File: src/gpc_cfg.svh
// Named constants of the three-bit port: register map, field positions and reset values.
`ifndef GPC_CFG_SVH
`define GPC_CFG_SVH

`define GPC_PINS 3
`define GPC_ADDR_W 32
`define GPC_DATA_W 32
`define GPC_OFF_W 6
`define GPC_BASE 32'h400C_0200
`define GPC_WIN_MASK 32'hFFFF_FFC0
`define GPC_OFF_DATA 6'h00
`define GPC_OFF_OE 6'h04
`define GPC_OFF_SER 6'h08
`define GPC_OFF_TMR 6'h10
`define GPC_OFF_FLOW 6'h14
`define GPC_OFF_OD 6'h28
`define GPC_OFF_PU 6'h2C
`define GPC_OFF_IE 6'h38
`define GPC_RST_PINS 3'h0
`define GPC_RST_WORD 32'h0000_0000
`define GPC_PIN_TX 0
`define GPC_PIN_CAP0 0
`define GPC_PIN_RX 1
`define GPC_PIN_CAP1 1
`define GPC_PIN_SCLK 2
`define GPC_PIN_TOUT 2
`define GPC_PIN_CTS 2

`endif

File: src/gpc_pkg.sv
// Types shared by the three-bit port modules.
`default_nettype none
`include "gpc_cfg.svh"
package gpc_pkg;

	typedef logic [`GPC_PINS-1:0] gpc_pins_t;
	typedef logic [`GPC_ADDR_W-1:0] gpc_addr_t;
	typedef logic [`GPC_DATA_W-1:0] gpc_word_t;

	// Register selected by a bus address.
	typedef enum logic [3:0] {
		GPC_R_NONE = 4'b0000,
		GPC_R_DATA = 4'b0001,
		GPC_R_OE = 4'b0010,
		GPC_R_SER = 4'b0011,
		GPC_R_TMR = 4'b0100,
		GPC_R_FLOW = 4'b0101,
		GPC_R_OD = 4'b0110,
		GPC_R_PU = 4'b0111,
		GPC_R_IE = 4'b1000
	} gpc_reg_e;

endpackage
`default_nettype wire

File: src/gpc_pin_sync.sv
// Two-stage input synchroniser for the port pins, gated by the input enables.
`timescale 1ns/10ps
`default_nettype none
`include "gpc_cfg.svh"
module gpc_pin_sync (
	input wire logic clk,
	input wire logic rstn,
	input wire gpc_pkg::gpc_pins_t pin_in,
	input wire gpc_pkg::gpc_pins_t input_enable,
	output logic [`GPC_PINS-1:0] pins_sampled
);
	import gpc_pkg::*;

	typedef struct packed {
		gpc_pins_t meta;
		gpc_pins_t stable;
	} gpc_sync_s;

	gpc_sync_s st;
	gpc_sync_s next_st;

	// The first stage feeds only the second stage.
	always_comb
	begin
		next_st = st;
		next_st.meta = pin_in;
		next_st.stable = st.meta;
	end

	// State register.
	always_ff @(posedge clk or negedge rstn)
	begin
		if (!rstn)
		begin
			st <= '0;
		end
		else
		begin
			st <= next_st;
		end
	end

	// A disabled input buffer presents zero downstream.
	assign pins_sampled = st.stable & input_enable;

endmodule
`default_nettype wire

File: src/gpc_pad_drive.sv
// Output stage of the port pins: push-pull or open-drain drive, registered.
`timescale 1ns/10ps
`default_nettype none
`include "gpc_cfg.svh"
module gpc_pad_drive (
	input wire logic clk,
	input wire logic rstn,
	input wire gpc_pkg::gpc_pins_t drive_en,
	input wire gpc_pkg::gpc_pins_t drive_val,
	input wire gpc_pkg::gpc_pins_t open_drain,
	output logic [`GPC_PINS-1:0] pin_out,
	output logic [`GPC_PINS-1:0] pin_oe
);
	import gpc_pkg::*;

	typedef struct packed {
		gpc_pins_t out;
		gpc_pins_t oe;
	} gpc_pad_s;

	gpc_pad_s st;
	gpc_pad_s next_st;

	// Open drain only ever pulls low and releases the pin for a one.
	always_comb
	begin
		next_st = st;
		next_st.out = drive_val & ~open_drain;
		next_st.oe = drive_en & (~open_drain | ~drive_val);
	end

	// State register.
	always_ff @(posedge clk or negedge rstn)
	begin
		if (!rstn)
		begin
			st <= '0;
		end
		else
		begin
			st <= next_st;
		end
	end

	assign pin_out = st.out;
	assign pin_oe = st.oe;

endmodule
`default_nettype wire

File: src/gpc_port.sv
// Three-bit general-purpose port with register file and alternate function routing.
//
// Operation
// - Registers decoded at fixed base plus offsets.
// - Data register: three bits, upper bits zero.
// - Output control bit one enables pin driver.
// - Serial select routes clock, receive, transmit.
// - Timer select routes timer output, two captures.
// - Flow select has only bit two, clear-to-send.
// - Open-drain bit one selects open drain.
// - Pull-up bit one enables pin pull-up.
// - Input control register at its own offset.
// - Input bit one enables pin input buffer.
// - Reset clears every control register to zero.
`timescale 1ns/10ps
`default_nettype none
`include "gpc_cfg.svh"
module gpc_port (
	input wire logic clk,
	input wire logic rstn,
	input wire gpc_pkg::gpc_addr_t bus_addr,
	input wire gpc_pkg::gpc_word_t bus_wdata,
	input wire logic bus_wr,
	input wire logic bus_rd,
	output logic [`GPC_DATA_W-1:0] bus_rdata,
	input wire gpc_pkg::gpc_pins_t pin_in,
	output logic [`GPC_PINS-1:0] pin_out,
	output logic [`GPC_PINS-1:0] pin_oe,
	output logic [`GPC_PINS-1:0] pin_pullup,
	input wire logic serial1_transmit,
	input wire logic serial1_clock_out,
	input wire logic serial1_clock_drive,
	output logic serial1_clock,
	output logic serial1_receive,
	output logic serial1_clear_to_send,
	input wire logic timer0_output,
	output logic timer2_capture_in0,
	output logic timer2_capture_in1
);
	import gpc_pkg::*;

	// ------------------------------------------------------------
	// State
	// ------------------------------------------------------------

	typedef struct packed {
		gpc_pins_t data;
		gpc_pins_t oe;
		gpc_pins_t ser_sel;
		gpc_pins_t tmr_sel;
		logic flow_sel;
		gpc_pins_t od;
		gpc_pins_t pu;
		gpc_pins_t ie;
		gpc_word_t rdata;
	} gpc_port_s;

	gpc_port_s st;
	gpc_port_s next_st;
	gpc_reg_e acc_reg;
	gpc_pins_t sampled;
	gpc_pins_t pin_view;
	gpc_pins_t drive_en;
	gpc_pins_t drive_val;

	// ------------------------------------------------------------
	// Address decode
	// ------------------------------------------------------------

	// Maps a bus address to a register; anything outside the map is none.
	function automatic gpc_reg_e reg_decode(input gpc_addr_t addr);
		logic [`GPC_OFF_W-1:0] off;
		off = addr[`GPC_OFF_W-1:0];
		reg_decode = GPC_R_NONE;
		if ((addr & `GPC_WIN_MASK) == `GPC_BASE)
		begin
			case (off)
				`GPC_OFF_DATA: reg_decode = GPC_R_DATA;
				`GPC_OFF_OE: reg_decode = GPC_R_OE;
				`GPC_OFF_SER: reg_decode = GPC_R_SER;
				`GPC_OFF_TMR: reg_decode = GPC_R_TMR;
				`GPC_OFF_FLOW: reg_decode = GPC_R_FLOW;
				`GPC_OFF_OD: reg_decode = GPC_R_OD;
				`GPC_OFF_PU: reg_decode = GPC_R_PU;
				`GPC_OFF_IE: reg_decode = GPC_R_IE;
				default: reg_decode = GPC_R_NONE;
			endcase
		end
	endfunction

	// Places a three-bit field in the low bits of a word.
	function automatic gpc_word_t pins_word(input gpc_pins_t v);
		pins_word = `GPC_RST_WORD;
		pins_word[`GPC_PINS-1:0] = v;
	endfunction

	assign acc_reg = reg_decode(bus_addr);

	// ------------------------------------------------------------
	// Input path
	// ------------------------------------------------------------

	// Pins are synchronised and masked by the input enables.
	gpc_pin_sync u_sync (
		.clk(clk),
		.rstn(rstn),
		.pin_in(pin_in),
		.input_enable(st.ie),
		.pins_sampled(sampled)
	);

	// An enabled pin reads its level; a disabled one reads the data latch.
	assign pin_view = (sampled & st.ie) | (st.data & ~st.ie);

	// Input alternate functions receive the gated pin level.
	assign serial1_receive = sampled[`GPC_PIN_RX] & st.ser_sel[`GPC_PIN_RX];
	assign serial1_clock = sampled[`GPC_PIN_SCLK] & st.ser_sel[`GPC_PIN_SCLK];
	assign serial1_clear_to_send = sampled[`GPC_PIN_CTS] & st.flow_sel;
	assign timer2_capture_in0 = sampled[`GPC_PIN_CAP0] & st.tmr_sel[`GPC_PIN_CAP0];
	assign timer2_capture_in1 = sampled[`GPC_PIN_CAP1] & st.tmr_sel[`GPC_PIN_CAP1];

	// ------------------------------------------------------------
	// Output routing
	// ------------------------------------------------------------

	// Chooses driver value and enable per pin. Output functions need the
	// output control bit; input-only functions turn the driver off so the
	// latch cannot fight the external source. Serial wins over timer, which
	// wins over flow control, if software selects more than one.
	always_comb
	begin
		drive_val = st.data;
		drive_en = st.oe;
		if (st.ser_sel[`GPC_PIN_TX])
		begin
			drive_val[`GPC_PIN_TX] = serial1_transmit;
		end
		else if (st.tmr_sel[`GPC_PIN_CAP0])
		begin
			drive_en[`GPC_PIN_CAP0] = 1'b0;
		end
		if (st.ser_sel[`GPC_PIN_RX] | st.tmr_sel[`GPC_PIN_CAP1])
		begin
			drive_en[`GPC_PIN_RX] = 1'b0;
		end
		if (st.ser_sel[`GPC_PIN_SCLK])
		begin
			drive_val[`GPC_PIN_SCLK] = serial1_clock_out;
			drive_en[`GPC_PIN_SCLK] = st.oe[`GPC_PIN_SCLK] & serial1_clock_drive;
		end
		else if (st.tmr_sel[`GPC_PIN_TOUT])
		begin
			drive_val[`GPC_PIN_TOUT] = timer0_output;
		end
		else if (st.flow_sel)
		begin
			drive_en[`GPC_PIN_CTS] = 1'b0;
		end
	end

	// Registered pad stage, push-pull or open drain per pin.
	gpc_pad_drive u_pad (
		.clk(clk),
		.rstn(rstn),
		.drive_en(drive_en),
		.drive_val(drive_val),
		.open_drain(st.od),
		.pin_out(pin_out),
		.pin_oe(pin_oe)
	);

	assign pin_pullup = st.pu;

	// ------------------------------------------------------------
	// Register file
	// ------------------------------------------------------------

	// Writes update one register; reads present data the next cycle only.
	always_comb
	begin
		next_st = st;
		next_st.rdata = `GPC_RST_WORD;
		if (bus_wr)
		begin
			case (acc_reg)
				GPC_R_DATA: next_st.data = bus_wdata[`GPC_PINS-1:0];
				GPC_R_OE: next_st.oe = bus_wdata[`GPC_PINS-1:0];
				GPC_R_SER: next_st.ser_sel = bus_wdata[`GPC_PINS-1:0];
				GPC_R_TMR: next_st.tmr_sel = bus_wdata[`GPC_PINS-1:0];
				GPC_R_FLOW: next_st.flow_sel = bus_wdata[`GPC_PIN_CTS];
				GPC_R_OD: next_st.od = bus_wdata[`GPC_PINS-1:0];
				GPC_R_PU: next_st.pu = bus_wdata[`GPC_PINS-1:0];
				GPC_R_IE: next_st.ie = bus_wdata[`GPC_PINS-1:0];
				default: next_st.data = st.data;
			endcase
		end
		if (bus_rd)
		begin
			case (acc_reg)
				GPC_R_DATA: next_st.rdata = pins_word(pin_view);
				GPC_R_OE: next_st.rdata = pins_word(st.oe);
				GPC_R_SER: next_st.rdata = pins_word(st.ser_sel);
				GPC_R_TMR: next_st.rdata = pins_word(st.tmr_sel);
				GPC_R_FLOW: next_st.rdata[`GPC_PIN_CTS] = st.flow_sel;
				GPC_R_OD: next_st.rdata = pins_word(st.od);
				GPC_R_PU: next_st.rdata = pins_word(st.pu);
				GPC_R_IE: next_st.rdata = pins_word(st.ie);
				default: next_st.rdata = `GPC_RST_WORD;
			endcase
		end
	end

	// Reset leaves every pin a plain port pin with all buffers off.
	always_ff @(posedge clk or negedge rstn)
	begin
		if (!rstn)
		begin
			st.data <= `GPC_RST_PINS;
			st.oe <= `GPC_RST_PINS;
			st.ser_sel <= `GPC_RST_PINS;
			st.tmr_sel <= `GPC_RST_PINS;
			st.flow_sel <= 1'b0;
			st.od <= `GPC_RST_PINS;
			st.pu <= `GPC_RST_PINS;
			st.ie <= `GPC_RST_PINS;
			st.rdata <= `GPC_RST_WORD;
		end
		else
		begin
			st <= next_st;
		end
	end

	assign bus_rdata = st.rdata;
endmodule
`default_nettype wire

File: config.mk
export PLATFORM = sky130hd
export DESIGN_NAME = gpc_port
export DESIGN_NICKNAME = d
export VERILOG_FILES = /design/src/gpc_pkg.sv /design/src/gpc_pin_sync.sv /design/src/gpc_pad_drive.sv /design/src/gpc_port.sv
export VERILOG_INCLUDE_DIRS = /design/src
export SDC_FILE = /design/constraint.sdc
export NUM_CORES = 1
export LEC_CHECK = 0
export BUFFER_PORTS_ARGS = -buffer_cell sky130_fd_sc_hd__buf_2
export CAP_MARGIN = 20
export CORE_MARGIN = 1.5
export CORE_UTILIZATION = 46
export CTS_BUF_LIST = sky130_fd_sc_hd__clkbuf_2
export DETAILED_ROUTE_END_ITERATION = 16
export PLACE_DENSITY_LB_ADDON = 0.25
export RECOVER_POWER = 100
export REMOVE_ABC_BUFFERS = 1
export SLEW_MARGIN = 0
export SYNTH_ARGS = -nofsm -noshare
export SYNTH_HDL_FRONTEND = slang
export SYNTH_HIERARCHICAL = 1
export SYNTH_SLANG_ARGS = --single-unit
File: constraint.sdc
create_clock -name clk -period 1.6 [get_ports clk]
set_clock_uncertainty 0.1 [all_clocks]
set_input_delay 0.24 -clock clk [delete_from_list [all_inputs] [get_ports clk]]
set_output_delay 0.24 -clock clk [all_outputs]
set_load 0.02 [all_outputs]
-- Word-level counts from Yosys, hierarchy flattened
Cells that the tools add are included.
- logic and storage cells: 69
- output and inout bits: 46
- bits in registers: 66
- input port bits: 75
- reduce and logical (&&, ||, !) cells: 9
- bitwise gates (word level): 17
- eq/ne operators: 16
- multiplexer cells: 14
- operator list (operator ; count):
    one-hot mux 4 bit (8 select lines) ; 1
    equality test 26 x 25 -> 1 bit, second input constant ; 1
    equality test 6 bit, second input constant ; 3
    equality test 4 x 3 -> 1 bit, second input constant ; 4
    AND reduction 2 bit ; 8
    bitwise AND 3 bit ; 5
    one-hot mux 2 bit (7 select lines) ; 1
    equality test 6 x 5 -> 1 bit, second input constant ; 2
    2-to-1 mux 1 bit ; 9
    inverter 3 bit ; 3
    equality test 4 x 2 -> 1 bit, second input constant ; 2
    one-hot mux 1 bit (8 select lines) ; 1
    bitwise AND 1 bit ; 6
    equality test 6 x 3 -> 1 bit, second input constant ; 1
    equality test 6 x 4 -> 1 bit, second input constant ; 1
    logical NOT 6 bit ; 1
    bitwise OR 3 bit ; 2
    equality test 4 x 1 -> 1 bit, second input constant ; 1
    equality test 4 bit, second input constant ; 1
    2-to-1 mux 4 bit ; 1
    2-to-1 mux 3 bit ; 1
    bitwise OR 1 bit ; 1

-- Longest topological paths before layout
- depth in word-level cells: 6
- mapped depth: 6
- gate-level depth less buffers: 5

-- Cells and area by module
Netlist, hierarchy kept.
- by module, submodules not included (module ; cells an instance ; area an instance (um^2) ; sequential area each (um^2) ; times used):
    gpc_port ; 186 ; 1788.0 ; 625.6 ; 1
    gpc_pad_drive ; 12 ; 191.4 ; 150.1 ; 1
    gpc_pin_sync ; 9 ; 168.9 ; 150.1 ; 1

-- Least setup slack after synthesis
OpenSTA, ideal clock, no wires.
- kind: input port to flip-flop
- from: in bus_addr[26]
- to: reg st[38] in the netlist's numbering
- path buffers: 0
- data required time: 1.375 ns
- slack: -0.395 ns
- library setup time: 0.125 ns
- stages on the path: 4
- arrival: 1.770 ns
- path through: or4_4 -> nor4_4 -> nor3b_4 -> mux2_2
- longest elaborated chain between the ends: 4
- RTL lines (element ; line ; text):
    start: declaration ; gpc_port.sv:21 ; input wire gpc_pkg::gpc_addr_t bus_addr,
    equality test 26 x 25 -> 1 bit (no source line) ; - ;
    2-to-1 mux 4 bit ; gpc_port.sv:75 ; if ((addr & `GPC_WIN_MASK) == `GPC_BASE)
    equality test 4 x 3 -> 1 bit ; gpc_port.sv:185 ; case (acc_reg)
    AND reduction 2 bit (no source line) ; - ;
    end signal: assignment ; gpc_port.sv:230 ; st <= next_st;
    end: declaration ; gpc_port.sv:58 ; gpc_port_s st;
Every way passes these cells.
A chain may end at the register's enable or synchronous reset.

-- Final worst setup path
- from: in bus_addr[31]
- to: reg st[39] in the netlist's numbering
Same word-level chain as after synthesis.

==> impl_metrics.py <==
metrics = {
    "status": {
        "result_of_the_run": "finished with violations",
        "failing_checks": "negative setup slack",
    },
    "cts": {
        "count_of_h_tree_levels_built_during_cts": 2,
        "tritoncts.num_buffers": 5,
        "cts_sinks": 37,
        "clk_transition_reported_paths_ns": 0.21,
        "ctsRootBufferMaster": "clkbuf_2",
        "clockBufferDepth": 2,
        "clock_latency_ns": 0.40,
        "tritoncts": "built",
    },
    "synthesis": {
        "synthDistinctLibCells": 42,
        "synth_top_area_share_pct": 43.1,
        "syn-instance-count": 207,
        "ys_seq_elements": 37,
        "synth.cell_area_mm2": 0.00215,
        "post_synth_main_area_contributors": "dfrtp_1 (43%), buf_4 (13%), mux2_2 (12%)",
        "synth-seq-area-share_pct": 43.1,
        "average_instance_area_after_synthesis_um2": 10.4,
        "synth.largest_area_cell": "dfrtp_1",
        "synth-warning-count": 6,
    },
    "timing": {
        "worst_case_headroom_to_the_max_slew_limit_pct": 41.0,
        "slew_violations": 0,
        "portion_of_the_clock_cycle_consumed_by_the_worst_path_in_the_final_layout_pct": 106,
        "final.hold.worst_slack_ns": 0.0201,
        "setup_viol_count_final": 17,
        "setup_slack_ns": -0.0988,
        "max_slew.worst_pin.slew_ns": 0.885,
        "fmax_ghz": 0.589,
        "timing_hold_violations_final": 0,
        "fin_crit_ns": 1.70,
        "grt_setup_unrepaired": "yes",
        "totalNegativeSetupSlack_ns": -0.705,
    },
    "setup_path": {
        "setup.worst_path.end": "st[39]$_DFFE_PN0P_",
        "critical_path_required_ns": 1.80,
        "crit_path_start": "bus_addr[31]",
        "timing_worst_setup_path_type": "in2reg",
        "crit_path_max_fanout": 8,
        "worst_ep_arrival_time_ns": 1.90,
        "critPathCaptureType": "flip-flop",
        "launch_instance_of_the_worst_register_to_register_path": "st[32]$_DFFE_PN0P_",
        "worstSetupStartpointType": "input pin",
        "reg2reg_depth": 4,
        "rrSetupSlack_ns": 0.28,
        "reg2reg_to": "bus_rdata[0]$_DFF_PN0_",
    },
    "global_routing": {
        "grt_met2_use_pct": 33.5,
        "grt_usage_pct": 18.9,
        "groute.layer.met1.usage_pct": 22.2,
        "grt_first_pass_wirelength_um": 7410,
        "antenna_found_initial": 0,
        "global_route.peak_usage_layer": "met2",
        "number_of_global_route_vias_before_repair": 1624,
        "globalRouteMet3Util_pct": 4.78,
        "globalRouteOverflowTotal": 0,
        "grt_start_max_net_pins": 38,
    },
    "route": {
        "drtPass1Iterations": 4,
        "routed_wirelength_um": 4790,
        "drtIter0Drc": 53,
        "drtAntennaViolNets": 0,
        "vias": 1746,
        "avgRoutedWirePerCell_um": 13.7,
        "routed_via_density": 4.99,
        "drc_errors": 0,
    },
    "job": {
        "cap_viol_max_count": 0,
    },
    "layout": {
        "synthToLayoutAreaGrowth_pct": 30.1,
        "num-nets-final": 372,
        "antenna_cells_inserted": 0,
        "drive_above_1_share_pct": 43.6,
        "fillerInstances": 388,
    },
    "pwr": {
        "vdd.ir_drop.worst_v": 0.000454,
        "power_per_cell_area_mw_per_mm2": 582,
        "p_leak_uw": 0.00140,
    },
    "worst_hold_path": {
        "hold_path_class": "in2reg",
    },
    "floorplan": {
        "die_y_um": 71.3,
        "top_level_ports": 121,
        "rows": 24,
        "width_of_the_die_um": 71.3,
        "core_area_mm2": 0.00441,
        "die_area_mm2": 0.00509,
        "initial_core_utilization_pct": 48.7,
    },
    "placement": {
        "io_buffers": 62,
        "hpwlAfterDp_um": 3490,
        "gpl.final_weighted_congestion": 0.825,
    },
}
## cell usage after synthesis
cell	instances
and2b_2	1
conb_1	1
o211ai_1	1
or3b_2	1
a22o_1	2
nor4bb_1	1
nand3_1	3
a21boi_1	3
a41oi_1	1
mux2_2	22
a31oi_1	3
inv_1	6
nor4_1	4
nor4_4	1
or2_2	1
nor2_1	10
nor3b_1	1
dfrtp_1	37
nand2b_1	3
xnor2_1	1
a21boi_0	4
nor3b_4	1
nand2_1	13
a32o_1	1
and2_2	1
buf_4	36
clkbuf_1	3
nor3_1	1
o32ai_1	1
and2_1	8
nand4b_1	1
a21oi_1	4
nor2b_1	4
or4_4	1
a32oi_1	1
nand4_1	1
and3_1	3
o22ai_1	3
and3_2	2
mux2i_1	6
o21ai_0	7
nor4b_1	2
## worst min path at each step
stage                      startpoint                    endpoint  slack, ns  cells past startpoint
floorplan                        rstn      bus_rdata[0]$_DFF_PN0_      -0.16                      0
global placement                 rstn      bus_rdata[2]$_DFF_PN0_       0.21                      2
detailed placement               rstn  u_pad/pin_out[2]$_DFF_PN0_       0.21                      2
CTS                 serial1_clock_out   u_pad/pin_oe[2]$_DFF_PN0_       0.02                      4
global route        serial1_clock_out   u_pad/pin_oe[2]$_DFF_PN0_       0.02                      4
finish              serial1_clock_out   u_pad/pin_oe[2]$_DFF_PN0_       0.02                      4
## stage by stage
| step | instance area, um^2 | setup WS, ns | total power [uW] | std cells | utilization [%] |
|---|---|---|---|---|---|
| final | 2800 | -0.0988 | 1630 | 350 | 63.3 |
| after global routing | 2800 | -0.136 | 1710 | 350 | 63.3 |
| after CTS | 2700 | -0.0578 | 1640 | 348 | 61.3 |
| after detailed placement | 2500 | -0.550 | 1200 | 331 | 56.7 |
| after global placement | 2500 | -0.549 | 1190 | 331 | 56.7 |
| after floorplan | 1970 | -0.395 | 1060 | 196 | - |
## sequential cells by signal, summed over array words and instances, names as in the netlist
register	flops
bus_rdata	3
drive_val	1
pin_pullup	3
st	18
u_pad/pin_oe	3
u_pad/pin_out	3
u_sync/next_st	3
u_sync/st	3
## timing repair
action,CTS,global route
setup buffers,5,2
setup endpoints to repair,26,28
resized for setup,16,25
gates cloned,0,0
pin swaps,6,5
hold buffers,4,0
hold endpoints to repair,40,0
## worst max-delay path, stage by stage
cell,delay [ns]
buf_6,0.09
or4_4,0.55
nor4_4,0.22
buf_4,0.19
nor3b_4,0.29
mux2_4,0.33
## cell families (layout without fill, tap and decap cells)
family | count (synthesis) | in the layout | share of synthesized area, %
AOI/OAI and AO/OA | 31 | 31 | 9.61
xor gates and xnor gates | 1 | 1 | 0.408
buffers and inverters | 45 | 108 | 14.2
DFF | 37 | 37 | 43.1
muxes | 28 | 28 | 14.3
other | 1 | 29 | 0.175
and+or+nand+nor | 64 | 64 | 18.2
## layer usage
layer	wire, um	vias up
met5	0	-
met4	62	0
met3	381	5
met2	2420	71
met1	1920	822
li1	-	848
## report_power, final
part	total, uW	internal [uW]	leakage, uW	switching (uW)
Clock	421	104	0.0000284	317
Sequential	946	944	0.000503	1.87
Combinational	262	102	0.000868	160
Total	1630	1150	0.00140	479
## final cells by class
type,instances,area (um^2),area share (%)
Multi-Input combinational cell,153,1130,40.6
Sequential cell,37,926,33.1
Timing Repair Buffer,94,606,21.7
Clock buffer,5,25.0,0.895
Clock inverter,3,16.3,0.582
Tap cell,52,65.1,2.33
Inverter,6,22.5,0.806
## placed cells by master (no fill, tap or decap), types with 7 or more instances in the layout
cell type	count
nor2_1	10
dfrtp_1	37
buf_6	10
buf_4	26
and2_4	8
o21ai_0	7
buf_2	40
conb_1	29
clkbuf_1	12
mux2_2	16
nand2_1	13
Power figures use the tool's default switching activity.
